`src/hdl/ihr_params.svh`:
```
// Register offsets, field positions and reset values of the serial interrupt and holding block
`ifndef IHR_PARAMS_SVH
`define IHR_PARAMS_SVH

// Register byte offsets
`define IHR_OFF_IRQ_ENABLE     8'h24
`define IHR_OFF_IRQ_DISABLE    8'h28
`define IHR_OFF_IRQ_MASK       8'h2C
`define IHR_OFF_RX_HOLD        8'h30
`define IHR_OFF_TX_HOLD        8'h34
`define IHR_OFF_STATUS         8'h38
`define IHR_OFF_EVT_STATUS     8'h40
`define IHR_OFF_EVT_CLEAR      8'h44
`define IHR_OFF_EVT_ENABLE     8'h48

// Interrupt source bit positions
`define IHR_BIT_XFER_DONE      0
`define IHR_BIT_RX_READY       1
`define IHR_BIT_TX_READY       2
`define IHR_BIT_SLAVE_ACC      4
`define IHR_BIT_GEN_CALL       5
`define IHR_BIT_OVERRUN        6
`define IHR_BIT_NOT_ACK        8
`define IHR_BIT_ARB_LOST       9
`define IHR_BIT_CLK_STRETCH    10
`define IHR_BIT_END_SLAVE_ACC  11

// Implemented source bits
`define IHR_SRC_MASK           32'h0000_0F77

// Reset values
`define IHR_RST_MASK           12'h000
`define IHR_RST_HOLD           8'h00
`define IHR_RST_WORD           32'h0000_0000

`endif

```
`src/hdl/ihr_pkg.sv`:
```
// Types shared by the serial interrupt and holding block
package ihr_pkg;

    // Register bus request from software
    typedef struct packed {
        logic [7:0]  addr;
        logic [31:0] wdata;
        logic        wr;
        logic        rd;
    } ihr_bus_req_t;

    // Status flags from the protocol engine, one per source bit
    typedef logic [11:0] ihr_src_t;

endpackage

```
`src/hdl/ihr_regs.sv`:
```
// Interrupt mask, holding registers and event interrupt of the two-wire serial unit
// Register map, byte offsets on the 8-bit register address:
//   0x24  interrupt enable     write-only, ones set mask bits
//   0x28  interrupt disable    write-only, ones clear mask bits, reads zero
//   0x2C  interrupt mask       read-only, one per enabled source
//   0x30  receive holding      read-only, last received byte in bits 7..0
//   0x34  transmit holding     read-write, next byte to send in bits 7..0
//   0x38  status               read-only, live flags; read clears local overrun
//   0x40  event status         read-only, sticky rising edges of the flags
//   0x44  event clear          write-only, ones clear event status bits
//   0x48  event enable         read-write, gates the event interrupt
//   Any other offset reads zero and ignores writes.
//
// Source bit layout shared by every interrupt-related register:
//   bit 0   transfer_complete
//   bit 1   receive_ready
//   bit 2   transmit_ready
//   bit 3   reserved
//   bit 4   slave_access
//   bit 5   general_call_seen
//   bit 6   overrun_error
//   bit 7   reserved
//   bit 8   not-acknowledge
//   bit 9   arbitration_lost
//   bit 10  clock_stretch_wait
//   bit 11  end_of_slave_access
//   Bits 12 and up are reserved as well.
//
// Timing seen from the register bus:
//   A write takes effect at the edge that samples its strobe.
//   Read data stand only in the cycle after the read strobe, zero otherwise.
//   The block never stalls the bus; strobes may follow with no gap.
//   irq_o follows a flag or mask change one cycle later.
//   evt_irq_o follows the rising edge of a flag two cycles later.
//
// Shifter handshakes:
//   rx_load_i is a one-cycle pulse with the new byte on rx_byte_i.
//   tx_take_i is a one-cycle pulse when the shifter copies tx_byte_o.
//   tx_pending_o stays high from the holding write until that take.
//   A write in the take cycle keeps the new byte pending.
//
// Limitations and hazards:
//   Reserved bits are dropped on every write and read back as zero.
//   Enable and disable are separate strobes, so both never hit one cycle.
//   Transmit ready returns only when the shifter takes a pending byte.
//   Overrun is kept locally; the engine's own overrun level is ORed in.
//   A load in the read cycle of receive holding keeps receive ready set,
//   so the new byte is never silently lost.
//   All inputs come from logic on this clock; none is synchronised here.
//
// Implementation choices: the address map and the address-and-strobe port.
`include "ihr_params.svh"

module ihr_regs
    import ihr_pkg::*;
(
    // Clock and reset
    input  wire logic         clk_sys_i,
    input  wire logic         rst_i,
    // Register bus
    input  wire ihr_bus_req_t bus_i,
    output logic [31:0]       rdata_o,
    // Status flags from the protocol engine, excluding receive and transmit ready
    input  wire ihr_src_t     engine_flags_i,
    // Receive byte handshake from the shifter
    input  wire logic         rx_load_i,
    input  wire logic [7:0]   rx_byte_i,
    // Transmit byte handshake to the shifter
    input  wire logic         tx_take_i,
    output logic [7:0]        tx_byte_o,
    output logic              tx_pending_o,
    // Interrupt outputs
    output logic              irq_o,
    output logic              evt_irq_o
);

    // Keep only implemented source bits
    function automatic logic [11:0] src_bits(input logic [31:0] w);
        logic [31:0] kept;
        kept     = w & `IHR_SRC_MASK;
        src_bits = kept[11:0];
    endfunction

    // Address compare used by every strobe decode; the read mux compares the address itself
    function automatic logic hit(input logic [7:0] a, input logic [7:0] off);
        hit = (a == off);
    endfunction

    logic [11:0] mask_reg;
    logic [7:0]  rx_hold_reg;
    logic [7:0]  tx_hold_reg;
    logic        rx_ready_reg;
    logic        tx_ready_reg;
    logic        overrun_reg;
    logic [11:0] evt_status_reg;
    logic [11:0] evt_enable_reg;
    logic [11:0] flags;
    logic [11:0] flags_q;
    logic [11:0] irq_src;

    // Strobes decoded once per register
    logic        wr_tx;
    logic        rd_rx;
    logic        wr_enable;
    logic        wr_disable;
    logic        wr_evt_clear;
    logic        wr_evt_enable;
    logic        rd_status;

    // One decode per register keeps the processes below, except the read mux, free of address logic
    assign wr_tx         = bus_i.wr && hit(bus_i.addr, `IHR_OFF_TX_HOLD);
    assign rd_rx         = bus_i.rd && hit(bus_i.addr, `IHR_OFF_RX_HOLD);
    assign wr_enable     = bus_i.wr && hit(bus_i.addr, `IHR_OFF_IRQ_ENABLE);
    assign wr_disable    = bus_i.wr && hit(bus_i.addr, `IHR_OFF_IRQ_DISABLE);
    assign wr_evt_clear  = bus_i.wr && hit(bus_i.addr, `IHR_OFF_EVT_CLEAR);
    assign wr_evt_enable = bus_i.wr && hit(bus_i.addr, `IHR_OFF_EVT_ENABLE);
    assign rd_status     = bus_i.rd && hit(bus_i.addr, `IHR_OFF_STATUS);

    // Live status: engine flags merged with locally kept ready and overrun flags
    always_comb begin
        flags = src_bits({20'h0_0000, engine_flags_i});
        flags[`IHR_BIT_RX_READY] = rx_ready_reg;
        flags[`IHR_BIT_TX_READY] = tx_ready_reg;
        flags[`IHR_BIT_OVERRUN]  = overrun_reg | engine_flags_i[`IHR_BIT_OVERRUN];
    end

    // Mask: enable sets, disable clears; enable wins if both hit same bit
    always_ff @(posedge clk_sys_i or posedge rst_i) begin
        if (rst_i) begin
            mask_reg <= `IHR_RST_MASK;
        end else if (wr_enable) begin
            mask_reg <= mask_reg | src_bits(bus_i.wdata);
        end else if (wr_disable) begin
            mask_reg <= mask_reg & ~src_bits(bus_i.wdata);
        end
    end

    // Receive holding; a new byte over an unread one flags overrun
    always_ff @(posedge clk_sys_i or posedge rst_i) begin
        if (rst_i) begin
            rx_hold_reg <= `IHR_RST_HOLD;
        end else if (rx_load_i) begin
            rx_hold_reg <= rx_byte_i;
        end
    end

    // Receive ready: a load in the read cycle keeps the flag set
    always_ff @(posedge clk_sys_i or posedge rst_i) begin
        if (rst_i) begin
            rx_ready_reg <= 1'b0;
        end else if (rx_load_i) begin
            rx_ready_reg <= 1'b1;
        end else if (rd_rx) begin
            rx_ready_reg <= 1'b0;
        end
    end

    // Overrun, cleared by a status read; a new overrun wins over the clear
    always_ff @(posedge clk_sys_i or posedge rst_i) begin
        if (rst_i) begin
            overrun_reg <= 1'b0;
        end else if (rx_load_i && rx_ready_reg && !rd_rx) begin
            overrun_reg <= 1'b1;
        end else if (rd_status) begin
            overrun_reg <= 1'b0;
        end
    end

    // Transmit holding and its hand-over to the shifter
    always_ff @(posedge clk_sys_i or posedge rst_i) begin
        if (rst_i) begin
            tx_hold_reg <= `IHR_RST_HOLD;
        end else if (wr_tx) begin
            tx_hold_reg <= bus_i.wdata[7:0];
        end
    end

    // Pending byte for the shifter; a write in the take cycle stays pending
    always_ff @(posedge clk_sys_i or posedge rst_i) begin
        if (rst_i) begin
            tx_pending_o <= 1'b0;
        end else if (wr_tx) begin
            tx_pending_o <= 1'b1;
        end else if (tx_take_i) begin
            tx_pending_o <= 1'b0;
        end
    end

    // Transmit ready: low on write, high once shifter took the byte
    always_ff @(posedge clk_sys_i or posedge rst_i) begin
        if (rst_i) begin
            tx_ready_reg <= 1'b1;
        end else if (wr_tx) begin
            tx_ready_reg <= 1'b0;
        end else if (tx_take_i && tx_pending_o) begin
            tx_ready_reg <= 1'b1;
        end
    end

    assign tx_byte_o = tx_hold_reg;

    // Rising edges of flags feed the sticky event register
    always_ff @(posedge clk_sys_i or posedge rst_i) begin
        if (rst_i) begin
            flags_q <= 12'h000;
        end else begin
            flags_q <= flags;
        end
    end

    // Sticky events: set wins over a clear in the same cycle
    always_ff @(posedge clk_sys_i or posedge rst_i) begin
        if (rst_i) begin
            evt_status_reg <= 12'h000;
        end else if (wr_evt_clear) begin
            evt_status_reg <= (evt_status_reg & ~src_bits(bus_i.wdata))
                              | (flags & ~flags_q);
        end else begin
            evt_status_reg <= evt_status_reg | (flags & ~flags_q);
        end
    end

    // Event enable register
    always_ff @(posedge clk_sys_i or posedge rst_i) begin
        if (rst_i) begin
            evt_enable_reg <= 12'h000;
        end else if (wr_evt_enable) begin
            evt_enable_reg <= src_bits(bus_i.wdata);
        end
    end

    // Enabled sources; kept as a vector so a probe can see which one fires
    assign irq_src = flags & mask_reg;

    // Interrupt outputs registered: irq_o one cycle behind the flags, evt_irq_o one behind event status
    always_ff @(posedge clk_sys_i or posedge rst_i) begin
        if (rst_i) begin
            irq_o     <= 1'b0;
            evt_irq_o <= 1'b0;
        end else begin
            irq_o     <= |irq_src;
            evt_irq_o <= |(evt_status_reg & evt_enable_reg);
        end
    end

    // Read data one cycle after the strobe; write-only and unmapped read zero
    always_ff @(posedge clk_sys_i or posedge rst_i) begin
        if (rst_i) begin
            rdata_o <= `IHR_RST_WORD;
        end else if (bus_i.rd) begin
            unique case (bus_i.addr)
                `IHR_OFF_IRQ_MASK:   rdata_o <= {20'h0_0000, mask_reg};
                `IHR_OFF_RX_HOLD:    rdata_o <= {24'h00_0000, rx_hold_reg};
                `IHR_OFF_TX_HOLD:    rdata_o <= {24'h00_0000, tx_hold_reg};
                `IHR_OFF_STATUS:     rdata_o <= {20'h0_0000, flags};
                `IHR_OFF_EVT_STATUS: rdata_o <= {20'h0_0000, evt_status_reg};
                `IHR_OFF_EVT_ENABLE: rdata_o <= {20'h0_0000, evt_enable_reg};
                default:             rdata_o <= `IHR_RST_WORD;
            endcase
        end else begin
            rdata_o <= `IHR_RST_WORD;
        end
    end

endmodule // ihr_regs

```
`config.mk`:
```
export PLATFORM = sky130hd
export DESIGN_NAME = ihr_regs
export DESIGN_NICKNAME = d
export VERILOG_FILES = /design/src/hdl/ihr_pkg.sv /design/src/hdl/ihr_regs.sv
export VERILOG_INCLUDE_DIRS = /design/src /design/src/hdl
export SDC_FILE = /design/constraint.sdc
export NUM_CORES = 1
export LEC_CHECK = 0
export BUFFER_PORTS_ARGS = -buffer_cell sky130_fd_sc_hd__buf_2
export CORE_MARGIN = 5
export CORE_UTILIZATION = 30
export DETAILED_ROUTE_END_ITERATION = 12
export SLEW_MARGIN = 20
export SYNTH_ARGS = -nofsm -noshare
export SYNTH_HDL_FRONTEND = slang
export SYNTH_SLANG_ARGS = --single-unit
```
`constraint.sdc`:
```
create_clock -name clk_sys_i -period 4.2 [get_ports clk_sys_i]
set_input_delay 0.21 -clock clk_sys_i [delete_from_list [all_inputs] [get_ports clk_sys_i]]
set_output_delay 0.21 -clock clk_sys_i [all_outputs]
set_load 0.02 [all_outputs]
```
Word-level counts from Yosys, hierarchy flattened
Index checks and enable logic that the tools add are counted.
- register bits after elaboration: 98
- bits in latches: 0
- RAM bits: 0
- bits in read-only memories: 0
- input port bits: 66
- output and inout port bits: 43
- word-level logic and storage cells: 64
- memories kept: 0
- $add $sub $neg: 0
- $mul: 0
- divide/modulo/power cells: 0
- magnitude comparators: 0
- equal/unequal tests: 9
- shift operators: 0
- muxes and demuxes: 13
- bitwise operators: 11
- reduce and logical (&&, ||, !) cells: 18
- operator list (operator ; number):
    $pmux 12 s6 ; 1
    $and 12x12->12 ; 5
    $eq 8x6->1 const B ; 6
    $mux 12 ; 3
    $or 12x12->12 ; 3
    $mux 32 ; 1
    $eq 8x7->1 const B ; 3
    $not 12->12 ; 2
    $reduce_or 12->1 ; 2
    $logic_and 1x1->1 ; 10
    $reduce_bool 2->1 ; 5
    $mux 1 ; 8
    $logic_not 1->1 ; 1
    $or 1x1->1 ; 1

Logic depth before layout (Yosys ltp)
Gate-level depths: netlist (run 1).
- depth after elaboration: 5
- depth in mapped cells: 6

Least setup slack after synthesis (run 1)
OpenSTA, ideal clock, no wires.
- path kind: input-to-reg
- start point: input port bus_i[38] (netlist bit)
- end point: register evt_status_reg[0]
- library setup time: 0.121 ns
- arrival time: 1.448 ns
- required time: 4.079 ns
- path slack: 2.631 ns
- cell stages on the path: 5
- cells stage by stage: or4b_1 -> buf_4 -> nor3_4 -> nand2_1 -> a22o_1
- word-level cells in the longest chain between the ends: 3
- RTL lines (element ; RTL line ; source):
    from (decl) ; ihr_regs.sv:61 ; input wire ihr_bus_req_t bus_i,
    $eq 8x7->1 ; ihr_regs.sv:86 ; hit = (a == off);
    $logic_and 1x1->1 ; ihr_regs.sv:115 ; assign wr_evt_clear = bus_i.wr && hit(bus_i.addr, `IHR_OFF_EVT_CLEAR);
    $mux 12 ; ihr_regs.sv:215 ; end else if (wr_evt_clear) begin
    to (signal assigned) ; ihr_regs.sv:216 ; evt_status_reg <= (evt_status_reg & ~src_bits(bus_i.wdata))
    to (signal assigned) ; ihr_regs.sv:219 ; evt_status_reg <= evt_status_reg | (flags & ~flags_q);
    to (decl) ; ihr_regs.sv:95 ; logic [11:0] evt_status_reg;
Every way passes these cells.
A chain may end at the register's enable or synchronous reset.

==> results.toml, run 1 <==
[clock_tree]
cts_tree = "built"
h-tree-depth = 3
post_cts_buffers = 0
cts_resized = 0
clk_latency_ns = 0.33
numCtsBuffers = 9
path_clk_slew_ns = 0.06
cts_hold_buf = 0
cts_buffer_depth = 2
clock-sinks = 74
clockRootBuffer = "clkbuf_16"

[routing]
vias = 2586
wl_per_cell_microns = 17.98
drc = 0
drt-total-wl_mm = 9.026
postRouteAntennaNets = 0
routed_via_density = 5.151
first_pass_iters = 6
first_iter_violations = 242

[timing]
post-route-period-util_pct = 47.92
finalMaxSlewViolations = 0
fin_hold_ws_ns = 0.006538
worst_slew_pin_slew_ns = 0.8464
final.setup_skew_ns = 0.004472
setup_viol = 0
hold_violations = 0
grt_setup_unrepaired = "false"
min_period_ns = 2.013
maxSlewHeadroom_pct = 43.33
max_freq_mhz = 496.8
setup_tns_ns = 0

[layout]
finalInstanceArea_sq_mm = 0.004053
areaGrowthSynthToFinish_pct = 18.69
drive_gt1_share_pct = 31.20
layout.nets = 420
post-route-util_pct = 35.95
diodes = 0
final_cells = 502

[yosys]
yosys_register_bits = 74
synth_mux_area_share_pct = 12.42
syn_area_per_cell_sq_um = 11.77
synth-warning-count = 0
synthAdderAreaFrac_pct = 0
synthXorXnorAreaFrac_pct = 0
synth_cell_type_count = 45
yosysSeqAreaShare_pct = 54.27
syn-cell-area_sq_mm = 0.003415
synth-compound-area-share_pct = 14.80
synth_cells = 290
synthSimpleGateAreaFrac_pct = 10.77
synth_top_family_by_area = "compound AO/OA/AOI/OAI gates"

[global_routing]
grtUsageTotal_pct = 13.69
overflow = 0
grt_pass1_vias = 2570
grt_pass1_wl_mm = 14.14
grt_max_degree = 47
antenna_found_initial = 0

[critical_path]
criticalPathCategory = "in2reg"
max_stage_delay_ns = 0.63
critPathTopFamily = "simple AND/OR/NAND/NOR gates"
crit_path_start = "bus_i[37]"
worst-path-buf-inv = 1
cp.arrival_ns = 2.23
critical_path.max_fanout = 27
end_kind = "register"
start_kind = "primary input"
crit_chain = "buf_2 -> nor4b_1 -> and3_1 -> nand2_1 -> a22o_1"
worst_path_max_delay_cell = "nor4b_1"
rrSetupSlack_ns = 2.85
rr_startpoint = "tx_ready_reg"
required_ns = 4.42

[pwr]
powerDensity_mw_per_mm2 = 402.6
p_leak_nw = 1.949
ir_drop_v = 0.0001612

[die]
die_area_sq_mm = 0.01362
core_area_sq_mm = 0.01127
die_x_microns = 116.7
io_pins = 109
fp-row-count = 39
die_y_microns = 116.7
start_util_pct = 30.29

[placed_design]
dp_cells = 486
gp_congestion = 0.8408
port_buffers = 64
dp_hpwl_mm = 6.491
dpl-instance-area_sq_mm = 0.003789

[min_path]
hold_path_class = "in2async"

[run_status]
run_status = "complete, no violations"

[run]
cap_violations = 0
kinds of logic (layout without fill, tap and decap cells):
kind of cell	count (synthesis)	count (layout)
DFF	74	74
muxes	39	39
and+or+nand+nor	67	67
AOI/OAI and AO/OA	63	63
buffers and inverters	46	96
other	1	20
where the power goes:
group	total (W)	switching [W]	leakage [nW]	internal [W]
logic	0.000166	0.000104	0.906	0.0000622
registers	0.000772	0.0000223	0.915	0.000750
clock network	0.000693	0.000277	0.128	0.000416
total	0.00163	0.000403	1.95	0.00123
stage by stage:
step	power [W]	worst slack, ns
after global placement	0.0009477	1.906
after detailed placement	0.0009516	1.882
after floorplan	0.0008981	2.110
after CTS	0.001643	2.230
after global routing	0.001690	2.032
final	0.001631	2.187
final timing paths:
path / cells past startpoint / endpoint
worst max register to register: 4 / rdata_o[2]
worst min-delay path: 2 / rdata_o[4]
worst max-delay path: 5 / register
min in group clk_sys_i: 1 / flags_q[9]
max in group asynchronous: 3 / flags_q[6]
worst min register to register: 1 / evt_status_reg[6]
synthesized netlist by cell type, drive strengths merged:
master / n / area, sq um
dfrtp: 73 / 1827
buf: 27 / 188.9
mux2: 27 / 304.0
nand2: 27 / 103.9
a22o: 23 / 201.4
inv: 15 / 56.30
nor2: 15 / 56.30
mux2i: 12 / 120.1
a22oi: 9 / 67.56
a211oi: 6 / 45.04
a222oi: 6 / 60.06
o22ai: 5 / 31.28
a21oi: 4 / 20.02
clkbuf: 4 / 15.01
nor3: 4 / 31.28
a221oi: 3 / 26.28
nand2b: 3 / 18.77
nor4b: 3 / 32.53
and2: 2 / 12.52
nor4: 2 / 18.77
o21ai: 2 / 10.01
o32ai: 2 / 17.52
a311o: 1 / 10.01
and3: 1 / 6.260
and4: 1 / 8.760
and4bb: 1 / 12.51
conb: 1 / 3.750
dfstp: 1 / 26.28
nand3: 1 / 5.000
nand4: 1 / 6.260
nand4bb: 1 / 11.26
nor3b: 1 / 12.51
o2bb2ai: 1 / 8.760
o31ai: 1 / 7.510
or2: 1 / 6.260
or3: 1 / 6.260
or3b: 1 / 8.760
or4b: 1 / 10.01
area by class of cell:
class / instances / area (sq um)
Clock buffer: 15 / 257.7
Tap cell: 143 / 178.9
Sequential cell: 74 / 1853
Inverter: 15 / 57.56
Clock inverter: 1 / 5.005
Fill cell: 1121 / 7219
Multi-Input combinational cell: 189 / 1373
Timing Repair Buffer: 65 / 327.8
layout by cell type (no fill, tap or decap), types with 9 or more instances in the layout:
cell type / netlist / layout
conb_1: 1 / 20
buf_2: 4 / 64
a22o_1: 23 / 23
clkbuf_16: 0 / 9
mux2i_1: 12 / 12
inv_1: 15 / 14
mux2_2: 27 / 27
nand2_1: 26 / 26
nor2_1: 15 / 15
a22oi_1: 9 / 9
dfrtp_1: 73 / 73
per-layer routing:
layer  wire [microns]  global-route usage [%]  vias up
met5                0                       0        -
met4              114                   3.440        0
met3              812                   4.352       10
met2             4160                   20.89      118
met1             3938                   18.94     1299
li1                 -                       -     1159
(Power assumes the default switching activity.)
==> inputs of run 2 (changes only) <==
ABC_AREA = 1   (was not set)
clock period = 1.9 ns   (was 4.2 ns; I/O delays follow)
==> run 2 against run 1 <==
First-iteration DRC count decreased by 30%; critical path type is now reg2reg; combinational power increased by 120%; register-to-register slack got worse by 2.2 ns; cell count increased by 30%; via count increased by 16%; hold slack improved by 0.017 ns; global-route usage decreased by 0.29 points; die area increased by 3.2%; non-clock buffer count increased by 22.
==> results.toml, run 2 <==
[layout]
most-common-layout-cells = "nand2_1, dfrtp_1, buf_2, inv_1"
drive_gt1_share_pct = 21.68
layout.nets = 574
areaGrowthSynthToFinish_pct = 24.20
fillers = 1182
final_common_cell = "nand2_1"
diodes = 0
regArea_sq_mm = 0.001853
post-route-util_pct = 38.30
final_cells = 655
multi_input_area_sq_mm = 0.001368

[critical_path]
critical_path.max_fanout = 4
max_stage_delay_ns = 0.37
start_kind = "register"
critPathTopFamily = "simple AND/OR/NAND/NOR gates"
end_kind = "register"
criticalPathCategory = "reg2reg"
required_ns = 2.09
cp.arrival_ns = 1.41
worst_path_max_delay_cell = "dfrtp_1"
worst-path-buf-inv = 0
crit_chain = "or2_2 -> nand3_1 -> nand2_1 -> nor2_1 -> a21oi_1"

[routing]
first_iter_violations = 170
vias = 2987
postRouteAntennaNets = 0
drc = 0
first_pass_iters = 4
routed_via_density = 4.560
drt-total-wl_mm = 9.204
wl_per_cell_microns = 14.05

[die]
core_area_sq_mm = 0.01147
io_pins = 109
fp-row-count = 39
die_x_microns = 118.6
start_util_pct = 30.83
die_y_microns = 118.6
die_area_sq_mm = 0.01406

[timing]
finalMaxSlewViolations = 0
setup_viol = 0
grt_setup_unrepaired = "false"
layout_setup_ws_ns = 0.6749
hold_violations = 0
min_period_ns = 1.225
post-route-period-util_pct = 64.48
worst_slew_pin_slew_ns = 0.5686
maxSlewHeadroom_pct = 62.05
final.setup_skew_ns = 0.008524
setup_tns_ns = 0
max_freq_mhz = 816.2

[clock_tree]
clockRootBuffer = "clkbuf_16"
numCtsBuffers = 9
cts_buffer_depth = 2
path_clk_slew_ns = 0.06
clock-sinks = 74
cts_tree = "built"
clk_latency_ns = 0.33
cts_resized = 0
h-tree-depth = 3

[yosys]
synth_cell_type_count = 27
synth_cells = 420
yosys_register_bits = 74
synthDominantCellAreaShare_pct = 51.66
yosysMostFrequentCell = "nand2_1"
synth_top_area_cell = "dfrtp_1"
synth_area_leaders = "dfrtp_1, nand2_1, buf_4"
synthFlopType = "dfrtp_1"
synth-edff-count = 0
yosysSeqAreaShare_pct = 52.41
synth-warning-count = 0
syn_area_per_cell_sq_um = 8.419
synth_common_cells = "nand2_1, dfrtp_1, inv_1"
synthArstFlopShare_pct = 100.0
syn-cell-area_sq_mm = 0.003536

[placed_design]
dp_hpwl_mm = 6.671
port_buffers = 64
place_ws_ns = 0.4358
gp_congestion = 0.8458
dp_cells = 621

[run]
cap_violations = 0

[global_routing]
grtUsageTotal_pct = 13.40
grt_pass1_vias = 3029
overflow = 0
grt_max_degree = 57
antenna_found_initial = 0
grt_pass1_wl_mm = 15.14

[pwr]
p_leak_nw = 2.260
ir_drop_v = 0.0003735
powerDensity_mw_per_mm2 = 822.6

[min_path]
hold_path_class = "in2reg"

[run_status]
run_status = "complete, no violations"
[run 2: path summary, 6_finish.rpt]
| path | startpoint | to | slack (ns) | cells after the start |
|---|---|---|---|---|
| worst max register to register | overrun_reg | rdata_o[6] | 0.67 | 5 |
| max in group asynchronous | rst_i | tx_ready_reg | 0.92 | 4 |
| worst min register to register | flags_q[2] | evt_status_reg[2] | 0.41 | 1 |
| worst max-delay path | overrun_reg | rdata_o[6] | 0.67 | 5 |
| min in group asynchronous | rst_i | rdata_o[9] | 0.32 | 3 |
| worst min-delay path | bus_i[0] | rdata_o[8] | 0.02 | 3 |
[run 2: timing repair]
| action | 4_1_cts | 5_1_grt |
|---|---|---|
| setup buffers | 0 | 0 |
| hold buffers | 19 | 0 |
| endpoints found under the hold margin | 36 | 0 |
[run 2: area by class of cell]
type                    count  share of cell area, %
clock buffers              11                  5.527
clock inverters             4                 0.6268
inverters                  44                  3.846
multi-input cells         292                  31.14
flip-flops and latches     74                  42.19
well taps                 143                  4.074
repair buffers             87                  12.59
[run 2: worst min-delay path: stages]
cell,delay (ns)
buf_2,0.12
nand2_1,0.07
nor2_1,0.04
[run 2: stage by stage]
stage | total power [W] | hold slack, ns | area [sq um]
5_1_grt | 0.003765 | 0.03821 | 4392
3_3_place_gp | 0.002056 | 0.1329 | 3931
6_report | 0.003613 | 0.02325 | 4392
2_1_floorplan | 0.001957 | 0.1264 | 3611
4_1_cts | 0.003640 | 0.02073 | 4392
3_5_place_dp | 0.002066 | 0.1434 | 3931
[run 2: cell families (layout without fill, tap and decap cells)]
logic type	count (synthesis)	after routing	share of synthesized area, %
DFF	74	74	52.41
other	1	20	0.1061
and+or+nand+nor	191	191	23.43
buffers and inverters	73	146	10.93
AOI/OAI and AO/OA	81	81	13.13
[run 2: report_power, final]
part / switching, W / internal [W]
combinational: 0.000239 / 0.000128
sequential: 0.0000440 / 0.00165
clock: 0.000635 / 0.000914
total: 0.000918 / 0.00270
[run 2: routing by layer]
metal  global-route usage, %  routed length, microns  vias up
li1                        -                       -     1479
met1                   17.70                    4114     1396
met2                   21.64                    4292      101
met3                   2.770                     652       11
met4                   5.103                     145        0
met5                       0                       0        -
